### src/rtl/mcs_pkg.sv
/*
 * Package for the modulator carrier-select block: register offsets, field
 * positions, selector codes and reset values.
 * Assumes a 32-bit APB register bus with word-aligned registers.
 */
package mcs_pkg;
   // Register byte offsets on the APB bus
   localparam logic [7:0] MCS_OFS_HIGH_CTRL = 8'h00;
   localparam logic [7:0] MCS_OFS_LOW_CTRL  = 8'h04;
   localparam logic [7:0] MCS_OFS_MOD_CTRL  = 8'h08;
   localparam logic [7:0] MCS_OFS_STATUS    = 8'h0C;

   // Carrier control field positions
   localparam int MCS_BIT_PIN_RELEASE = 7;
   localparam int MCS_BIT_INVERT      = 6;
   localparam int MCS_BIT_SYNC        = 5;
   localparam int MCS_BIT_UNUSED      = 4;
   localparam int MCS_SEL_MSB         = 3;

   // Modulation control field positions
   localparam int MCS_BIT_MOD_VALUE   = 0;
   localparam int MCS_BIT_MOD_SRC_SW  = 1;

   // Writable mask of a carrier control register
   localparam logic [7:0] MCS_CAR_WMASK = 8'hEF;
   localparam logic [7:0] MCS_CAR_RESET = 8'h00;
   localparam logic [1:0] MCS_MOD_RESET = 2'h0;

   // Selector codes
   localparam logic [3:0] MCS_SEL_GROUND = 4'h0;
   localparam logic [3:0] MCS_SEL_PIN1   = 4'h1;
   localparam logic [3:0] MCS_SEL_PIN2   = 4'h2;
   localparam logic [3:0] MCS_SEL_REFCLK = 4'h3;
   localparam logic [3:0] MCS_SEL_PWM    = 4'h4;

   // Which carrier is being passed
   typedef enum logic [0:0] {
      MCS_ST_LOW  = 1'b0,
      MCS_ST_HIGH = 1'b1
   } mcs_state_t;
endpackage

### src/rtl/mcs_top.sv
/*
 * Modulator carrier select: two carrier control registers, source
 * selection, inversion, pin release and edge-synchronised switching.
 * Assumes an APB master on SYS_CLK_IN and carrier inputs synchronous to it.
 */
// Overview of operation
// - Output follows high carrier when modulation is one, low carrier when zero.
// - High selector: 0 ground, 1 pin one, 2 pin two, 3 refclk, 4 PWM.
// - Low selector: 0 ground, 1 pin one, 3 refclk, 4 PWM; others nothing.
// - High pin-release bit set stops selected high source driving its pin.
// - Low pin-release bit set disconnects selected low source from its pin.
// - High invert bit set inverts the selected high carrier.
// - Low invert bit set inverts the selected low carrier.
// - High sync set: switch high to low waits for high falling edge.
// - Low sync set: switch low to high waits for low falling edge.
// - Bit four of both carrier registers reads zero and ignores writes.
// - Carrier control bits keep their values across all but power-on reset.
`timescale 1ns/1ps
`default_nettype none
module mcs_top
   import mcs_pkg::*;
(
   input  wire logic        SYS_CLK_IN,
   input  wire logic        RST_IN,
   input  wire logic        CE_IN,
   input  wire logic        PSEL_IN,
   input  wire logic        PENABLE_IN,
   input  wire logic        PWRITE_IN,
   input  wire logic [7:0]  PADDR_IN,
   input  wire logic [31:0] PWDATA_IN,
   output logic [31:0]      PRDATA_OUT,
   output logic             PREADY_OUT,
   output logic             PSLVERR_OUT,
   input  wire logic        CARRIER_PIN_ONE_IN,
   input  wire logic        CARRIER_PIN_TWO_IN,
   input  wire logic        REFERENCE_CLOCK_IN,
   input  wire logic        PWM_IN,
   input  wire logic        MODULATION_IN,
   output logic             MOD_OUT,
   output logic [3:0]       HIGH_PIN_RELEASE_OUT,
   output logic [3:0]       LOW_PIN_RELEASE_OUT
);
   logic [7:0] high_ctrl_r;
   logic [7:0] low_ctrl_r;
   logic [1:0] mod_ctrl_r;
   mcs_state_t state_r;
   mcs_state_t state_nxt;
   logic       mod_sel;
   logic       high_car;
   logic       low_car;
   logic       high_fall;
   logic       low_fall;
   logic       acc;
   logic       wr;
   logic       hit;
   logic       out_nxt;
   logic [1:0] cfg_seen_r;
   logic       cfg_ok;

   // Decoded one-hot pin release for one carrier register
   function automatic logic [3:0] rel_map(input logic [7:0] ctrl, input logic pin2_ok);
      logic [3:0] m;
      m = 4'h0;
      if (ctrl[MCS_BIT_PIN_RELEASE]) begin
         case (ctrl[MCS_SEL_MSB:0])
            MCS_SEL_PIN1:   m = 4'h1;
            MCS_SEL_PIN2:   m = pin2_ok ? 4'h2 : 4'h0;
            MCS_SEL_REFCLK: m = 4'h4;
            MCS_SEL_PWM:    m = 4'h8;
            default:        m = 4'h0;
         endcase
      end
      return m;
   endfunction

   // Address hit for a mapped register
   function automatic logic mapped(input logic [7:0] a);
      return (a == MCS_OFS_HIGH_CTRL) || (a == MCS_OFS_LOW_CTRL) ||
             (a == MCS_OFS_MOD_CTRL)  || (a == MCS_OFS_STATUS);
   endfunction

   assign acc = PSEL_IN & PENABLE_IN & ~PREADY_OUT;
   assign wr  = acc & PWRITE_IN;
   assign hit = mapped(PADDR_IN);

   // Carrier control registers; only power-on reset would clear them, so a
   // bus reset leaves them intact
   always_ff @(posedge SYS_CLK_IN) begin
      if (CE_IN && wr) begin
         if (PADDR_IN == MCS_OFS_HIGH_CTRL) begin
            high_ctrl_r <= PWDATA_IN[7:0] & MCS_CAR_WMASK;
         end
         if (PADDR_IN == MCS_OFS_LOW_CTRL) begin
            low_ctrl_r <= PWDATA_IN[7:0] & MCS_CAR_WMASK;
         end
      end
   end

   // Modulation source control
   always_ff @(posedge SYS_CLK_IN or posedge RST_IN) begin
      if (RST_IN) begin
         mod_ctrl_r <= MCS_MOD_RESET;
      end else if (CE_IN && wr && PADDR_IN == MCS_OFS_MOD_CTRL) begin
         mod_ctrl_r <= PWDATA_IN[1:0];
      end
   end

   // Both carrier registers written since the last reset; they power up
   // unknown, so checks on the mixed output wait until software has set them
   always_ff @(posedge SYS_CLK_IN or posedge RST_IN) begin
      if (RST_IN) begin
         cfg_seen_r <= 2'h0;
      end else if (CE_IN && wr) begin
         if (PADDR_IN == MCS_OFS_HIGH_CTRL) begin
            cfg_seen_r[0] <= 1'b1;
         end
         if (PADDR_IN == MCS_OFS_LOW_CTRL) begin
            cfg_seen_r[1] <= 1'b1;
         end
      end
   end

   assign cfg_ok = &cfg_seen_r;

   // APB answer: one wait state, so PREADY pulses in the second access cycle
   always_ff @(posedge SYS_CLK_IN or posedge RST_IN) begin
      if (RST_IN) begin
         PREADY_OUT  <= 1'b0;
         PSLVERR_OUT <= 1'b0;
         PRDATA_OUT  <= 32'h0000_0000;
      end else if (CE_IN) begin
         PREADY_OUT  <= acc;
         PSLVERR_OUT <= acc & ~hit;
         PRDATA_OUT  <= 32'h0000_0000;
         if (acc && !PWRITE_IN) begin
            case (PADDR_IN)
               MCS_OFS_HIGH_CTRL: PRDATA_OUT <= {24'h0, high_ctrl_r & MCS_CAR_WMASK};
               MCS_OFS_LOW_CTRL:  PRDATA_OUT <= {24'h0, low_ctrl_r & MCS_CAR_WMASK};
               MCS_OFS_MOD_CTRL:  PRDATA_OUT <= {30'h0, mod_ctrl_r};
               MCS_OFS_STATUS:    PRDATA_OUT <= {30'h0, state_r, MOD_OUT};
               default:           PRDATA_OUT <= 32'h0000_0000;
            endcase
         end
      end
   end

   // High carrier path
   mcs_carrier_path #(.HAS_PIN2(1'b1)) u_high (
      .clk_in      (SYS_CLK_IN),
      .rst_in      (RST_IN),
      .ce_in       (CE_IN),
      .sel_in      (high_ctrl_r[MCS_SEL_MSB:0]),
      .invert_in   (high_ctrl_r[MCS_BIT_INVERT]),
      .pin1_in     (CARRIER_PIN_ONE_IN),
      .pin2_in     (CARRIER_PIN_TWO_IN),
      .refclk_in   (REFERENCE_CLOCK_IN),
      .pwm_in      (PWM_IN),
      .carrier_out (high_car),
      .fall_out    (high_fall)
   );

   // Low carrier path; pin two is not a low source
   mcs_carrier_path #(.HAS_PIN2(1'b0)) u_low (
      .clk_in      (SYS_CLK_IN),
      .rst_in      (RST_IN),
      .ce_in       (CE_IN),
      .sel_in      (low_ctrl_r[MCS_SEL_MSB:0]),
      .invert_in   (low_ctrl_r[MCS_BIT_INVERT]),
      .pin1_in     (CARRIER_PIN_ONE_IN),
      .pin2_in     (CARRIER_PIN_TWO_IN),
      .refclk_in   (REFERENCE_CLOCK_IN),
      .pwm_in      (PWM_IN),
      .carrier_out (low_car),
      .fall_out    (low_fall)
   );

   // Modulation value comes from software or from the input pin
   assign mod_sel = mod_ctrl_r[MCS_BIT_MOD_SRC_SW] ? mod_ctrl_r[MCS_BIT_MOD_VALUE]
                                                   : MODULATION_IN;

   // Carrier switch decision; a sync wait holds the old carrier until its
   // falling edge, which avoids narrowed pulses at the cost of latency
   always_comb begin
      state_nxt = state_r;
      case (state_r)
         MCS_ST_HIGH: begin
            if (!mod_sel && (!high_ctrl_r[MCS_BIT_SYNC] || high_fall)) begin
               state_nxt = MCS_ST_LOW;
            end
         end
         MCS_ST_LOW: begin
            if (mod_sel && (!low_ctrl_r[MCS_BIT_SYNC] || low_fall)) begin
               state_nxt = MCS_ST_HIGH;
            end
         end
         default: state_nxt = MCS_ST_LOW;
      endcase
   end

   assign out_nxt = (state_nxt == MCS_ST_HIGH) ? high_car : low_car;

   // Current carrier and registered mixed output
   always_ff @(posedge SYS_CLK_IN or posedge RST_IN) begin
      if (RST_IN) begin
         state_r <= MCS_ST_LOW;
         MOD_OUT <= 1'b0;
      end else if (CE_IN) begin
         state_r <= state_nxt;
         MOD_OUT <= out_nxt;
      end
   end

   // Registered pin release levels toward carrier peripherals, held while the release bit is set
   always_ff @(posedge SYS_CLK_IN or posedge RST_IN) begin
      if (RST_IN) begin
         HIGH_PIN_RELEASE_OUT <= 4'h0;
         LOW_PIN_RELEASE_OUT  <= 4'h0;
      end else if (CE_IN) begin
         HIGH_PIN_RELEASE_OUT <= rel_map(high_ctrl_r, 1'b1);
         LOW_PIN_RELEASE_OUT  <= rel_map(low_ctrl_r, 1'b0);
      end
   end
endmodule
`default_nettype wire

### src/rtl/mcs_carrier_path.sv
/*
 * One carrier path: source selection, optional inversion and a registered
 * copy used for falling-edge detection.
 * Assumes carrier sources are synchronous to SYS clock.
 */
`timescale 1ns/1ps
`default_nettype none
module mcs_carrier_path
   import mcs_pkg::*;
#(
   parameter bit HAS_PIN2 = 1'b1
) (
   input  wire logic       clk_in,
   input  wire logic       rst_in,
   input  wire logic       ce_in,
   input  wire logic [3:0] sel_in,
   input  wire logic       invert_in,
   input  wire logic       pin1_in,
   input  wire logic       pin2_in,
   input  wire logic       refclk_in,
   input  wire logic       pwm_in,
   output logic            carrier_out,
   output logic            fall_out
);
   logic raw;
   logic prev_r;

   // Source multiplexer; reserved codes connect nothing and give zero
   always_comb begin
      case (sel_in)
         MCS_SEL_GROUND: raw = 1'b0;
         MCS_SEL_PIN1:   raw = pin1_in;
         MCS_SEL_PIN2:   raw = HAS_PIN2 ? pin2_in : 1'b0;
         MCS_SEL_REFCLK: raw = refclk_in;
         MCS_SEL_PWM:    raw = pwm_in;
         default:        raw = 1'b0;
      endcase
   end

   // Inversion is applied before edge detection
   assign carrier_out = raw ^ invert_in;

   // Previous value of the conditioned carrier
   always_ff @(posedge clk_in or posedge rst_in) begin
      if (rst_in) begin
         prev_r <= 1'b0;
      end else if (ce_in) begin
         prev_r <= carrier_out;
      end
   end

   assign fall_out = prev_r & ~carrier_out;
endmodule
`default_nettype wire

### config.mk
export PLATFORM = sky130hd
export DESIGN_NAME = mcs_top
export DESIGN_NICKNAME = d
export VERILOG_FILES = /design/src/rtl/mcs_pkg.sv /design/src/rtl/mcs_top.sv /design/src/rtl/mcs_carrier_path.sv
export SDC_FILE = /design/constraint.sdc
export NUM_CORES = 1
export LEC_CHECK = 0
export ABC_AREA = 1
export BUFFER_PORTS_ARGS = -buffer_cell sky130_fd_sc_hd__clkbuf_2
export CAP_MARGIN = 10
export CORE_MARGIN = 1
export CORE_UTILIZATION = 45
export DETAILED_ROUTE_END_ITERATION = 6
export PLACE_DENSITY = 0.78
export SKIP_LAST_GASP = 1
export SYNTH_ARGS = -nofsm -noshare
export SYNTH_HDL_FRONTEND = slang
export SYNTH_HIERARCHICAL = 1
export SYNTH_SLANG_ARGS = --single-unit
### constraint.sdc
create_clock -name SYS_CLK_IN -period 1.9 [get_ports SYS_CLK_IN]
set_input_delay 0.19 -clock SYS_CLK_IN [delete_from_list [all_inputs] [get_ports SYS_CLK_IN]]
set_output_delay 0.19 -clock SYS_CLK_IN [all_outputs]
set_load 0.01 [all_outputs]
==> results of run 1 <==
-- kinds of logic (layout without fill, tap and decap cells) --
logic type             Yosys count  count (layout)  share of synthesized area, %
AND/OR/NAND/NOR                146             146                          31.1
other                            1              26                         0.185
buffers and inverters           63              88                          16.6
AO/OA/AOI/OAI                   16              16                          4.20
flip-flops                      36              36                          47.9
-- placed cells by master (no fill, tap or decap), drive strengths merged, types with 2 or more instances in the layout --
cell type and n:
edfxtp 14, nor3 2, inv 34, nand3 22
o21ai 12, clkbuf 49, a21oi 2, or2 4
nand4 2, nor2 27, buf 3, nand2 88
dfrtp 22, conb 26
-- power by group --
group | total (uW) | switching [uW] | internal, uW
clock network | 504 | 249 | 255
logic | 130 | 86.8 | 42.9
registers | 828 | 8.26 | 820
-- through the flow --
stage	total power [uW]	std cells	worst slack (ns)	hold WS [ns]
detailed placement	972	355	0.212	0.0543
floorplan	959	287	0.238	-0.0813
finish	1460	364	0.208	0.0877
global placement	970	355	0.270	0.0525
CTS	1480	364	0.204	0.0803
global route	1520	364	0.0104	0.0865
-- cells in the mapped netlist --
cell	count
sky130_fd_sc_hd__buf_4	26
sky130_fd_sc_hd__o21bai_1	1
sky130_fd_sc_hd__nand4_1	2
sky130_fd_sc_hd__nand3_1	21
sky130_fd_sc_hd__or2_4	1
sky130_fd_sc_hd__nor2_4	1
sky130_fd_sc_hd__buf_2	2
sky130_fd_sc_hd__a21oi_1	2
sky130_fd_sc_hd__edfxtp_1	14
sky130_fd_sc_hd__o21ai_0	12
sky130_fd_sc_hd__clkbuf_1	1
sky130_fd_sc_hd__nor3_1	2
sky130_fd_sc_hd__conb_1	1
sky130_fd_sc_hd__inv_1	33
sky130_fd_sc_hd__nand2_2	4
sky130_fd_sc_hd__nand3_2	1
sky130_fd_sc_hd__nand2_1	84
sky130_fd_sc_hd__dfrtp_1	22
sky130_fd_sc_hd__nor2_1	22
sky130_fd_sc_hd__inv_2	1
sky130_fd_sc_hd__o31ai_1	1
sky130_fd_sc_hd__nor2_2	4
sky130_fd_sc_hd__or2_2	2
sky130_fd_sc_hd__or2_0	1
sky130_fd_sc_hd__nor4_1	1
-- flip-flops by register name (all words and copies together) (netlist names) --
register              cells
LOW_PIN_RELEASE_OUT       3
high_ctrl_r               7
state_r                   1
low_ctrl_r                7
PRDATA_OUT                7
HIGH_PIN_RELEASE_OUT      4
u_high/prev_r             1
mod_ctrl_r                2
u_low/prev_r              1
MOD_OUT                   1
PREADY_OUT                1
PSLVERR_OUT               1
-- per-layer routing --
metal	GRT usage, %	part of all wire, %	vias to the layer above
met3	4.97	5.7	7
met2	29.3	46	68
met4	7.03	1.5	0
li1	-	-	860
met1	21.5	47	720
met5	0	0	-
-- layout make-up --
cell class              count  area, sq um
flip-flops and latches     36          971
repair buffers             46          243
well taps                  52         65.1
multi-input cells         188          813
inverters                  34          128
clock buffers               7         76.3
clock inverters             1         3.75
fillers                   411         2050
-- how the worst max path moves through the flow --
stage                        startpoint             end  slack [ns]
after floorplan              PREADY_OUT  high_ctrl_r[0]        0.24
after global placement    low_ctrl_r[1]         MOD_OUT        0.27
after detailed placement  low_ctrl_r[1]         MOD_OUT        0.21
after CTS                 low_ctrl_r[1]         MOD_OUT        0.20
after global routing      low_ctrl_r[1]         MOD_OUT        0.01
final                     low_ctrl_r[1]         MOD_OUT        0.21
-- timing repair --
| item | 4_1_cts | 5_1_grt |
|---|---|---|
| endpoints found under the hold margin | 2 | 0 |
| gates resized for setup | 0 | 0 |
| hold buffers | 1 | 0 |
| buffers inserted | 0 | 0 |
==> impl_results.md, run 1 <==
* Run status: completed
* H-Tree Depth at 2
* Diodes inserted at 0
* Final core area utilization at between 50% and 60%
* Stage delay of the slowest cell on the critical path at around 0.48 ns
* DRT antenna net count at 0
* Relative slew slack at roughly half
* Maximum buffer depth of the clock tree at 2
* Core Region at ~0.0044 sq mm
* Maximum VDD drop at 0.420 mV
* Post-detailed-routing wire length at 3850 microns
* Data required time of the worst path at approximately 2.1 ns
* Chip Width at roughly 70 microns
* Slew at the pin closest to its max-slew limit at between 0.7 and 0.8 ns
* Starting DRC count in detailed routing at 92
* Most frequent cell on the critical path: sky130_fd_sc_hd__nor2_1
* Destination of the worst hold path: low_ctrl_r[6]
* Critical path cell sequence: nor2_1, o21ai_0, nand3_1, nand2_2, nor2_1, nor3_1, nor2_1, nor2_1, nand2_1, nand3_1, nand2_1
* Stages on worst setup path at 11
* Wire length per cell after detailed routing at between 10 and 15 microns
* Cell types occupying the most area after synthesis: sky130_fd_sc_hd__dfrtp_1 27%, sky130_fd_sc_hd__edfxtp_1 21%, sky130_fd_sc_hd__nand2_1 16%, sky130_fd_sc_hd__buf_4 9.6%, sky130_fd_sc_hd__inv_1 6.1%
* Fraction of final layout cells sized beyond drive strength 1 at between 20% and 30%
* Class of the most critical setup path: reg2reg
* Insertion delay to the later sink of the worst-skew pair at about 0.29 ns
* Max-Cap Viols at 0
* Yosys warning total at 6
* CTS clock-pin slew for the worst setup and hold paths at about 0.070 ns
* Site row count at 24
* Total global routing track utilization at roughly 18%
* Startpoint of the most critical register-to-register path: low_ctrl_r[1]
* P_leak at 0.00126 uW
* Crit path DAT at 1.88 ns
* Post-route cell area at roughly 0.0023 sq mm
* Final weighted congestion of routability-driven global placement at between 0.8 and 0.9
* Number of input and output port buffers inserted at between 40 and 50
* Synthesized area divided by synthesized cell count at 7.74 sq um
* Placed cell areas at about 0.0022 sq mm
* Yosys cell types at 25
* Instance count along the most critical hold path at 1
* Nature of the critical path startpoint: register
* Part of the cycle the worst path needs at about nine tenths
* Drc violations at 0
* Clock Sink Count at 36
* Area fraction of the dominant cell type after synthesis at between 20% and 30%
* NumNets Final at 362
* Number of vias in the routed layout at ~1700
* Layout-stage area growth over the synthesis result at 13.5%
* Final-report max-slew violation count at 0
* Clock skew after layout at between 0.005 and 0.006 ns
* Length of the first detailed-routing pass in iterations at 4
* Maximum fanout along the worst path at 6
* Power per cell area at 636 mW/mm^2
* Clock root cell: sky130_fd_sc_hd__clkbuf_8
* Count of endpoints failing hold in the final timing report at 0
* Seq/Total Area, Yosys at 47.9%
* Register-to-Register Path Depth at 11
* Unrepaired setup endpoints after global routing: false
* Number of antenna violations at the first check in global routing at 0
* WP buf/inv at 0
* Number of storage elements in the synthesis netlist at 36
* Maximum clock rate at between 500 and 600 MHz
* CP max-delay cell: sky130_fd_sc_hd__edfxtp_1
* Critical path capture point type: register
* Flop2flop setup slack at 0.21 ns
* Vias per inst at between 4 and 5
* Total standard cell area after synthesis at 0.00203 sq mm
* Effective utilization at floorplan at about 47%
* Start point of the worst hold path: PWDATA_IN[6]
* Critical register-to-register path endpoint: MOD_OUT
* Largest net degree at the start of global routing at 21
* Path category of the worst min-delay check: in2reg
* Number of failing setup endpoints in the final timing report at 0
* Worst path top cell family by delay: simple AND/OR/NAND/NOR gates
* Leading area contributor after synthesis: sky130_fd_sc_hd__dfrtp_1
* Min Tclk post-route at about 1.7 ns
* Setup Total Neg Slack at 0 ns
* Placed wire-length estimate at ~3000 microns
* Vert. Die Dim at 69.1 microns
* Number of primary I/O pins at 94
* Inserted Clock Buffers at 5
* CTS tree: built
* Die Outline Area at ~0.0048 sq mm
* Via count of the first global-routing pass at roughly 1500
* Synthesized netlist cell count at roughly 260
* Wire length of the first global-routing pass at 6600 microns
* Leftover overflow at the end of global routing at 0
Note: power is estimated with default switching activity, not from simulation.
==> run 2: changes to the inputs <==
Settings changed: CELL_PAD_IN_SITES_DETAIL_PLACEMENT set to 0, CELL_PAD_IN_SITES_GLOBAL_PLACEMENT set to 1, CORE_UTILIZATION 45 to 32, PLACE_DENSITY 0.78 to unset, PLACE_DENSITY_LB_ADDON set to 0.1, SYNTH_HIERARCHICAL 1 to unset.
==> impl_results.md, run 2 <==
* Most frequent cells after synthesis: 68 x sky130_fd_sc_hd__nand2_1, 27 x sky130_fd_sc_hd__buf_4, 25 x sky130_fd_sc_hd__inv_1, 22 x sky130_fd_sc_hd__dfrtp_1, 18 x sky130_fd_sc_hd__nor2_1 (was 84 x sky130_fd_sc_hd__nand2_1, 33 x sky130_fd_sc_hd__inv_1, 26 x sky130_fd_sc_hd__buf_4, 22 x sky130_fd_sc_hd__dfrtp_1, 22 x sky130_fd_sc_hd__nor2_1)
* Core Region at 0.00561 sq mm (was 0.00435 sq mm)
* Count of endpoints failing hold in the final timing report at 0 (unchanged)
* Data required time of the worst path at 2.07 ns (was 2.08 ns)
* Fraction of final layout cells sized beyond drive strength 1 at 22.2% (was 20.5%)
* Site row count at 27 (was 24)
* Number of storage elements in the synthesis netlist at 36 (unchanged)
* Switching component of the power at 355 uW (was 344 uW)
* Most common library cell in the layout ignoring fill and taps: sky130_fd_sc_hd__nand2_1 (unchanged)
* Power per cell area at 695 mW/mm^2 (was 636 mW/mm^2)
* P_leak at 0.00118 uW (was 0.00126 uW)
* WP buf/inv at 0 (unchanged)
* Clock Sink Count at 36 (unchanged)
* Inserted Clock Buffers at 5 (unchanged)
* Most frequent cell on the critical path: sky130_fd_sc_hd__nand2_1 (was sky130_fd_sc_hd__nor2_1)
* Leftover overflow at the end of global routing at 0 (unchanged)
* Maximum buffer depth of the clock tree at 2 (unchanged)
* Chip Width at 79.1 microns (was 69.1 microns)
* Fraction of power spent switching nets at 23.0% (was 23.5%)
* Total global routing track utilization at 14.2% (was 17.6%)
* Clock root cell: sky130_fd_sc_hd__clkbuf_8 (unchanged)
* Synthesized netlist cell count at 224 (was 262)
* Synth async-reset ratio at 61.1% (unchanged)
* Total standard cell area after synthesis at 0.00190 sq mm (was 0.00203 sq mm)
* Setup slack of the critical path after layout at 0.328 ns (was 0.208 ns)
* Max-Cap Viols at 0 (unchanged)
* Filler cell count in the final layout at 611 (was 411)
* CTS clock-pin slew for the worst setup and hold paths at 0.07 ns (about the same)
* Number of enable-type register cells in the synthesized netlist at 14 (unchanged)
* Number of input and output port buffers inserted at 42 (unchanged)
* Vias per inst at 4.22 (was 4.55)
* Diodes inserted at 0 (unchanged)
* Stage delay of the slowest cell on the critical path at 0.41 ns (was 0.48 ns)
* Clock network fraction of total power at 38.5% (was 34.5%)
* Vert. Die Dim at 79.1 microns (was 69.1 microns)
* Final-report max-slew violation count at 0 (unchanged)
* Effective utilization at floorplan at 33.9% (was 46.6%)
* FF/Latch Area at 971 sq um (unchanged)
* Run status: completed (unchanged)
* Share of total power in sequential cells at 53.5% (was 56.7%)
* Number of vias in the routed layout at 1463 (was 1655)
* Setup Total Neg Slack at 0 ns (unchanged)
* CP max-delay cell: sky130_fd_sc_hd__edfxtp_1 (unchanged)
* Cell types occupying the most area after synthesis: sky130_fd_sc_hd__dfrtp_1 29%, sky130_fd_sc_hd__edfxtp_1 22%, sky130_fd_sc_hd__nand2_1 13%, sky130_fd_sc_hd__buf_4 11%, sky130_fd_sc_hd__inv_1 4.9% (was sky130_fd_sc_hd__dfrtp_1 27%, sky130_fd_sc_hd__edfxtp_1 21%, sky130_fd_sc_hd__nand2_1 16%, sky130_fd_sc_hd__buf_4 9.6%, sky130_fd_sc_hd__inv_1 6.1%)
* Most common flop cell mapped by yosys: sky130_fd_sc_hd__dfrtp_1 (unchanged)
* Yosys cell types at 22 (was 25)
* Critical path cell sequence: nor2_1, nand3_1, nand2_1, nor2_1, nand2_1, nand3_1, nand2_1, nand2_1, nand2_1, o21ai_0 (was nor2_1, o21ai_0, nand3_1, nand2_2, nor2_1, nor3_1, nor2_1, nor2_1, nand2_1, nand3_1, nand2_1)
* Length of the first detailed-routing pass in iterations at 4 (unchanged)
* Nature of the critical path startpoint: register (unchanged)
* Buffers inserted during post-CTS setup optimization at 0 (unchanged)
* Most frequent cell after synthesis: sky130_fd_sc_hd__nand2_1 (unchanged)
* Wire length of the first global-routing pass at 6620 microns (was 6600 microns)
* Min Tclk post-route at 1.57 ns (was 1.69 ns)
* Layout-stage area growth over the synthesis result at 17.0% (was 13.5%)
* Biggest regs: PRDATA_OUT: 7 flops, high_ctrl_r: 7 flops, low_ctrl_r: 7 flops (unchanged)
* H-Tree Depth at 2 (unchanged)
* Via count of the first global-routing pass at 1389 (was 1535)
* Final weighted congestion of routability-driven global placement at 0.816 (was 0.841)
* Number of antenna violations at the first check in global routing at 0 (unchanged)
* Crit path DAT at 1.74 ns (was 1.88 ns)
* Synthesized area divided by synthesized cell count at 8.50 sq um (was 7.74 sq um)
* Class of the most critical setup path: reg2reg (unchanged)
* Number of primary I/O pins at 94 (unchanged)
* NumNets Final at 325 (was 362)
* Placed wire-length estimate at 3210 microns (was 2990 microns)
* Area used by multi-input combinational logic at 713 sq um (was 813 sq um)
* DRT antenna net count at 0 (unchanged)
* Unrepaired setup endpoints after global routing: false (unchanged)
* Starting DRC count in detailed routing at 58 (was 92)
* Number of failing setup endpoints in the final timing report at 0 (unchanged)
* Commonest non-fill, non-tap cells in the layout: 68 x sky130_fd_sc_hd__nand2_1, 42 x sky130_fd_sc_hd__clkbuf_2, 26 x sky130_fd_sc_hd__conb_1 (was 84 x sky130_fd_sc_hd__nand2_1, 42 x sky130_fd_sc_hd__clkbuf_2, 33 x sky130_fd_sc_hd__inv_1)
* Area fraction of the dominant cell type after synthesis at 28.9% (was 27.2%)
* Part of the cycle the worst path needs at 82.7% (was 89.1%)
* Largest net degree at the start of global routing at 23 (was 21)
* Wire length per cell after detailed routing at 11.4 microns (was 10.6 microns)
* Maximum VDD drop at 0.394 mV (was 0.420 mV)
* CTS tree: built (unchanged)
* Internal portion of total power at 1190 uW (was 1120 uW)
* Post-detailed-routing wire length at 3960 microns (was 3850 microns)
* Yosys warning total at 0 (was 6)
* Drc violations at 0 (unchanged)
* Insertion delay to the later sink of the worst-skew pair at 0.28 ns (was 0.29 ns)
* Leading area contributor after synthesis: sky130_fd_sc_hd__dfrtp_1 (unchanged)
* Combinational cell fraction of total power at 8.1% (was 8.9%)
* Maximum fanout along the worst path at 6 (unchanged)
* Path category of the worst min-delay check: in2reg (unchanged)
* Die Outline Area at 0.00626 sq mm (was 0.00478 sq mm)
* Maximum clock rate at 636 MHz (was 591 MHz)
* Seq/Total Area, Yosys at 51.0% (was 47.9%)
* Post-Place Worst Slack at 0.308 ns (was 0.212 ns)
* Worst path top cell family by delay: simple AND/OR/NAND/NOR gates (unchanged)
* Clock skew after layout at 0.00183 ns (was 0.00505 ns)
* Critical path capture point type: register (unchanged)
## run 2: changes by cell type after synthesis, moves of 3 or more
cell / before / now
sky130_fd_sc_hd__nand2_2: 4 / 0
sky130_fd_sc_hd__nor2_1: 22 / 18
sky130_fd_sc_hd__nand2_1: 84 / 68
sky130_fd_sc_hd__o21ai_0: 12 / 15
sky130_fd_sc_hd__nor2_2: 4 / 0
sky130_fd_sc_hd__mux2_2: 0 / 3
sky130_fd_sc_hd__nand3_1: 21 / 13
sky130_fd_sc_hd__inv_1: 33 / 25
## run 2: per-layer routing
metal / vias up / routed length [microns] / track usage, %
met5: - / 0 / 0
met4: 0 / 51 / 4.91
met3: 8 / 198 / 3.45
met2: 48 / 1780 / 22.0
met1: 644 / 1930 / 19.4
li1: 763 / - / -
## run 2: cell families after synthesis
group	Yosys count	share of synthesized area [%]
AND/OR/NAND/NOR	108	24.6
buffers and inverters	56	16.4
flip-flops	36	51.0
AO/OA/AOI/OAI	20	5.98
multiplexers	3	1.78
other	1	0.197
## run 2: final cells by class
| class | count | share of cell area (%) |
|---|---|---|
| sequential | 36 | 43.6 |
| clock buffer | 8 | 4.49 |
| inverter | 27 | 4.61 |
| timing repair buffer | 47 | 11.2 |
| tap | 72 | 4.04 |
| multi-input combinational | 157 | 32.0 |
## run 2: final timing paths
check                                     from                       to  slack (ns)  cells after the start
worst max register to register  high_ctrl_r[3]                  state_r        0.33                     10
worst min register to register   PRDATA_OUT[5]            PRDATA_OUT[5]        0.48                      2
max in group asynchronous               RST_IN              PSLVERR_OUT        1.20                      4
worst max-delay path            high_ctrl_r[3]                  state_r        0.33                     10
min in group asynchronous               RST_IN  HIGH_PIN_RELEASE_OUT[1]        0.47                      4
worst min-delay path              PWDATA_IN[5]           high_ctrl_r[5]        0.09                      1
## run 2: through the flow
step           hold slack, ns  area [sq um]  utilization [%]  total power, uW  instances
2_1_floorplan           0.179          2000                -              952        249
3_3_place_gp            0.228          2120             37.8              967        338
3_5_place_dp            0.230          2120             37.8              968        338
4_1_cts                0.0807          2230             39.7             1580        347
5_1_grt                0.0765          2230             39.7             1630        347
6_report               0.0917          2230             39.7             1550        347
## run 2: what timing repair did
item | 4_1_cts | 5_1_grt
endpoints found under the hold margin | 22 | 0
hold buffers | 1 | 0
resized for setup | 0 | 0
## run 2: power by group through the flow
| stage | combinational (uW) | clock [uW] | sequential [uW] |
|---|---|---|---|
| 6_report | 125 | 595 | 828 |
| 5_1_grt | 143 | 656 | 829 |
| 4_1_cts | 127 | 623 | 827 |
| 3_5_place_dp | 125 | 0 | 843 |
| 3_3_place_gp | 123 | 0 | 843 |
| 2_1_floorplan | 107 | 0 | 845 |
==> run 3: changes to the inputs <==
Settings changed: ABC_AREA 1 to 0, CORE_UTILIZATION 32 to 30.
Clock period 1.9 ns to 1.4 ns, I/O delays scaled along.
==> impl_results.md, run 3 <==
* Number of storage elements in the synthesis netlist at 36 (unchanged)
* Cell types occupying the most area after synthesis: sky130_fd_sc_hd__dfrtp_1 29%, sky130_fd_sc_hd__edfxtp_1 22%, sky130_fd_sc_hd__buf_4 10%, sky130_fd_sc_hd__inv_1 4.2%, sky130_fd_sc_hd__mux2i_1 3.7% (was sky130_fd_sc_hd__dfrtp_1 29%, sky130_fd_sc_hd__edfxtp_1 22%, sky130_fd_sc_hd__nand2_1 13%, sky130_fd_sc_hd__buf_4 11%, sky130_fd_sc_hd__inv_1 4.9%)
* Filler cell count in the final layout at 595 (was 611)
* Run status: finished, violations left (was completed)
* Most frequent cell after synthesis: sky130_fd_sc_hd__buf_4 (was sky130_fd_sc_hd__nand2_1)
* Clock Sink Count at 36 (unchanged)
* Clock skew after layout at 0.00599 ns (was 0.00183 ns)
* Site row count at 28 (was 27)
* Starting DRC count in detailed routing at 70 (was 58)
* Chip Width at 81.1 microns (was 79.1 microns)
* Total global routing track utilization at 13.8% (was 14.2%)
* Placed wire-length estimate at 3210 microns (about the same)
* Final weighted congestion of routability-driven global placement at 0.761 (was 0.816)
* Nature of the critical path startpoint: register (unchanged)
* Die Outline Area at 0.00658 sq mm (was 0.00626 sq mm)
* Largest net degree at the start of global routing at 27 (was 23)
* Clock root cell: sky130_fd_sc_hd__clkbuf_8 (unchanged)
* Wire length per cell after detailed routing at 13.0 microns (was 11.4 microns)
* Maximum buffer depth of the clock tree at 2 (unchanged)
* Min Tclk post-route at 1.77 ns (was 1.57 ns)
* Most frequent cells after synthesis: 26 x sky130_fd_sc_hd__buf_4, 22 x sky130_fd_sc_hd__dfrtp_1, 21 x sky130_fd_sc_hd__inv_1, 14 x sky130_fd_sc_hd__edfxtp_1 (was 68 x sky130_fd_sc_hd__nand2_1, 27 x sky130_fd_sc_hd__buf_4, 25 x sky130_fd_sc_hd__inv_1, 22 x sky130_fd_sc_hd__dfrtp_1, 18 x sky130_fd_sc_hd__nor2_1)
* Number of vias in the routed layout at 1404 (was 1463)
* Length of the first detailed-routing pass in iterations at 4 (unchanged)
* Seq/Total Area, Yosys at 51.7% (was 51.0%)
* Setup slack of the critical path after layout at -0.372 ns (was 0.328 ns)
* Final-report max-slew violation count at 0 (unchanged)
* Drc violations at 0 (unchanged)
* Maximum clock rate at 564 MHz (was 636 MHz)
* Synth async-reset ratio at 61.1% (unchanged)
* Insertion delay to the later sink of the worst-skew pair at 0.29 ns (was 0.28 ns)
* Leading area contributor after synthesis: sky130_fd_sc_hd__dfrtp_1 (unchanged)
* Yosys warning total at 0 (unchanged)
* Fraction of final layout cells sized beyond drive strength 1 at 45.2% (was 22.2%)
* Path category of the worst min-delay check: in2reg (unchanged)
* Placed cell areas at 0.00227 sq mm (was 0.00212 sq mm)
* Inserted Clock Buffers at 5 (unchanged)
* Hold slack final at 0.0390 ns (was 0.0917 ns)
* Number of antenna violations at the first check in global routing at 0 (unchanged)
* Maximum VDD drop at 0.519 mV (was 0.394 mV)
* P_leak at 0.00119 uW (was 0.00118 uW)
* Part of the cycle the worst path needs at 127% (was 82.7%)
* Via count of the first global-routing pass at 1342 (was 1389)
* Vias per inst at 4.44 (was 4.22)
* Area used by multi-input combinational logic at 805 sq um (was 713 sq um)
* Maximum fanout along the worst path at 5 (was 6)
* FF/Latch Area at 971 sq um (unchanged)
* Total standard cell area after synthesis at 0.00188 sq mm (was 0.00190 sq mm)
* Biggest regs: PRDATA_OUT: 7 flops, high_ctrl_r: 7 flops, low_ctrl_r: 7 flops (unchanged)
* Synthesized netlist cell count at 163 (was 224)
* Worst setup path start: high_ctrl_r[0] (was high_ctrl_r[3])
* Core Region at 0.00599 sq mm (was 0.00561 sq mm)
* H-Tree Depth at 2 (unchanged)
* Power per cell area at 884 mW/mm^2 (was 695 mW/mm^2)
* Count of endpoints failing hold in the final timing report at 0 (unchanged)
* Layout-stage area growth over the synthesis result at 35.4% (was 17.0%)
* Number of input and output port buffers inserted at 42 (unchanged)
* Start point of the worst hold path: PWDATA_IN[6] (was PWDATA_IN[5])
* Most common library cell in the layout ignoring fill and taps: sky130_fd_sc_hd__clkbuf_2 (was sky130_fd_sc_hd__nand2_1)
* Leftover overflow at the end of global routing at 0 (unchanged)
* NumNets Final at 291 (was 325)
* Area fraction of the dominant cell type after synthesis at 29.3% (was 28.9%)
* Vert. Die Dim at 81.1 microns (was 79.1 microns)
* Most common flop cell mapped by yosys: sky130_fd_sc_hd__dfrtp_1 (unchanged)
* Number of enable-type register cells in the synthesized netlist at 14 (unchanged)
* Diodes inserted at 0 (unchanged)
* Number of primary I/O pins at 94 (unchanged)
* Post-detailed-routing wire length at 4110 microns (was 3960 microns)
* Max-Cap Viols at 0 (unchanged)
* Startpoint of the most critical register-to-register path: high_ctrl_r[0] (was high_ctrl_r[3])
* Violated checks: negative setup slack
* Data required time of the worst path at 1.57 ns (was 2.07 ns)
* CTS tree: built (unchanged)
* Post-route cell area at 0.00254 sq mm (was 0.00223 sq mm)
* CTS clock-pin slew for the worst setup and hold paths at 0.07 ns (about the same)
* Effective utilization at floorplan at 31.3% (was 33.9%)
* Unrepaired setup endpoints after global routing: true (was false)
* Wire length of the first global-routing pass at 6670 microns (was 6620 microns)
* DRT antenna net count at 0 (unchanged)
* Class of the most critical setup path: reg2reg (unchanged)
* Commonest non-fill, non-tap cells in the layout: 42 x sky130_fd_sc_hd__clkbuf_2, 28 x sky130_fd_sc_hd__buf_4, 26 x sky130_fd_sc_hd__conb_1 (was 68 x sky130_fd_sc_hd__nand2_1, 42 x sky130_fd_sc_hd__clkbuf_2, 26 x sky130_fd_sc_hd__conb_1)
* Crit path DAT at 1.95 ns (was 1.74 ns)
* Critical path capture point type: register (unchanged)
* Synthesized area divided by synthesized cell count at 11.5 sq um (was 8.50 sq um)
* Yosys cell types at 42 (was 22)
* Number of failing setup endpoints in the final timing report at 26 (was 0)
run 3: cell count changes in the layout (fill, tap and decap cells not counted), moves of 4 or more:
cell,before,now
sky130_fd_sc_hd__o22ai_2,0,7
sky130_fd_sc_hd__buf_4,4,28
sky130_fd_sc_hd__inv_1,25,20
sky130_fd_sc_hd__nor2_1,18,0
sky130_fd_sc_hd__nand3_1,13,4
sky130_fd_sc_hd__o21ai_1,0,4
sky130_fd_sc_hd__nand2_1,68,6
sky130_fd_sc_hd__buf_6,0,4
sky130_fd_sc_hd__o21ai_0,15,1
sky130_fd_sc_hd__mux2i_1,0,7
run 3: kinds of logic after synthesis:
group / share of synthesized area [%]
buffers and inverters: 15.9
DFF: 51.7
and+or+nand+nor: 12.5
AOI/OAI and AO/OA: 10.7
muxes: 8.53
xor gates and xnor gates: 0.466
other: 0.200
run 3: final timing paths:
| check | cells past startpoint | slack (ns) | to |
|---|---|---|---|
| setup / recovery | 5 | -0.37 | state_r |
| hold / removal | 1 | 0.04 | high_ctrl_r[6] |
| setup reg to reg | 5 | -0.37 | state_r |
| hold reg to reg | 2 | 0.51 | u_high.prev_r |
| max in group asynchronous | 4 | 0.76 | MOD_OUT |
| min in group asynchronous | 4 | 0.42 | LOW_PIN_RELEASE_OUT[3] |
run 3: power breakdown:
part | switching [uW] | leakage, uW | internal, uW
combinational | 130 | 0.000718 | 86.3
clock | 378 | 0.0000541 | 527
sequential | 14.6 | 0.000421 | 1110
run 3: per-layer routing:
metal | track usage (%) | wire [microns] | share of wire [%]
met1 | 18.1 | 1860 | 45
met2 | 22.1 | 1960 | 48
met5 | 0 | 0 | 0
met4 | 4.82 | 61 | 1.5
met3 | 3.15 | 229 | 5.6
run 3: layout make-up:
type | instances | area share (%)
sequential | 36 | 38.2
multi-input combinational | 99 | 31.6
timing repair buffer | 75 | 18.7
tap | 75 | 3.69
inverter | 23 | 3.40
clock buffer | 5 | 2.71
clock inverter | 3 | 1.67
run 3: timing repair:
item,in CTS,in global routing
resized for setup,8,14
setup endpoints to repair,25,30
buffers inserted,9,2
endpoints found under the hold margin,22,0
hold buffers,1,0
pin swaps,5,6
run 3: critical path, stage by stage (launching register included):
cell and delay [ns]:
sky130_fd_sc_hd__edfxtp_1 0.48, sky130_fd_sc_hd__mux2i_1 0.18, sky130_fd_sc_hd__o2111ai_1 0.19, sky130_fd_sc_hd__or3b_4 0.42, sky130_fd_sc_hd__o21a_1 0.22, sky130_fd_sc_hd__o22a_1 0.16
run 3: stage by stage:
step / total power (uW) / cells / util [%] / TNS (ns) / setup slack, ns
2_1_floorplan: 1310 / 188 / - / -5.50 / -0.333
3_3_place_gp: 1350 / 300 / 38.0 / -9.58 / -0.471
3_5_place_dp: 1350 / 300 / 38.0 / -9.99 / -0.488
4_1_cts: 2270 / 318 / 41.8 / -2.96 / -0.333
5_1_grt: 2340 / 316 / 42.4 / -5.26 / -0.412
6_report: 2250 / 316 / 42.4 / -3.33 / -0.372
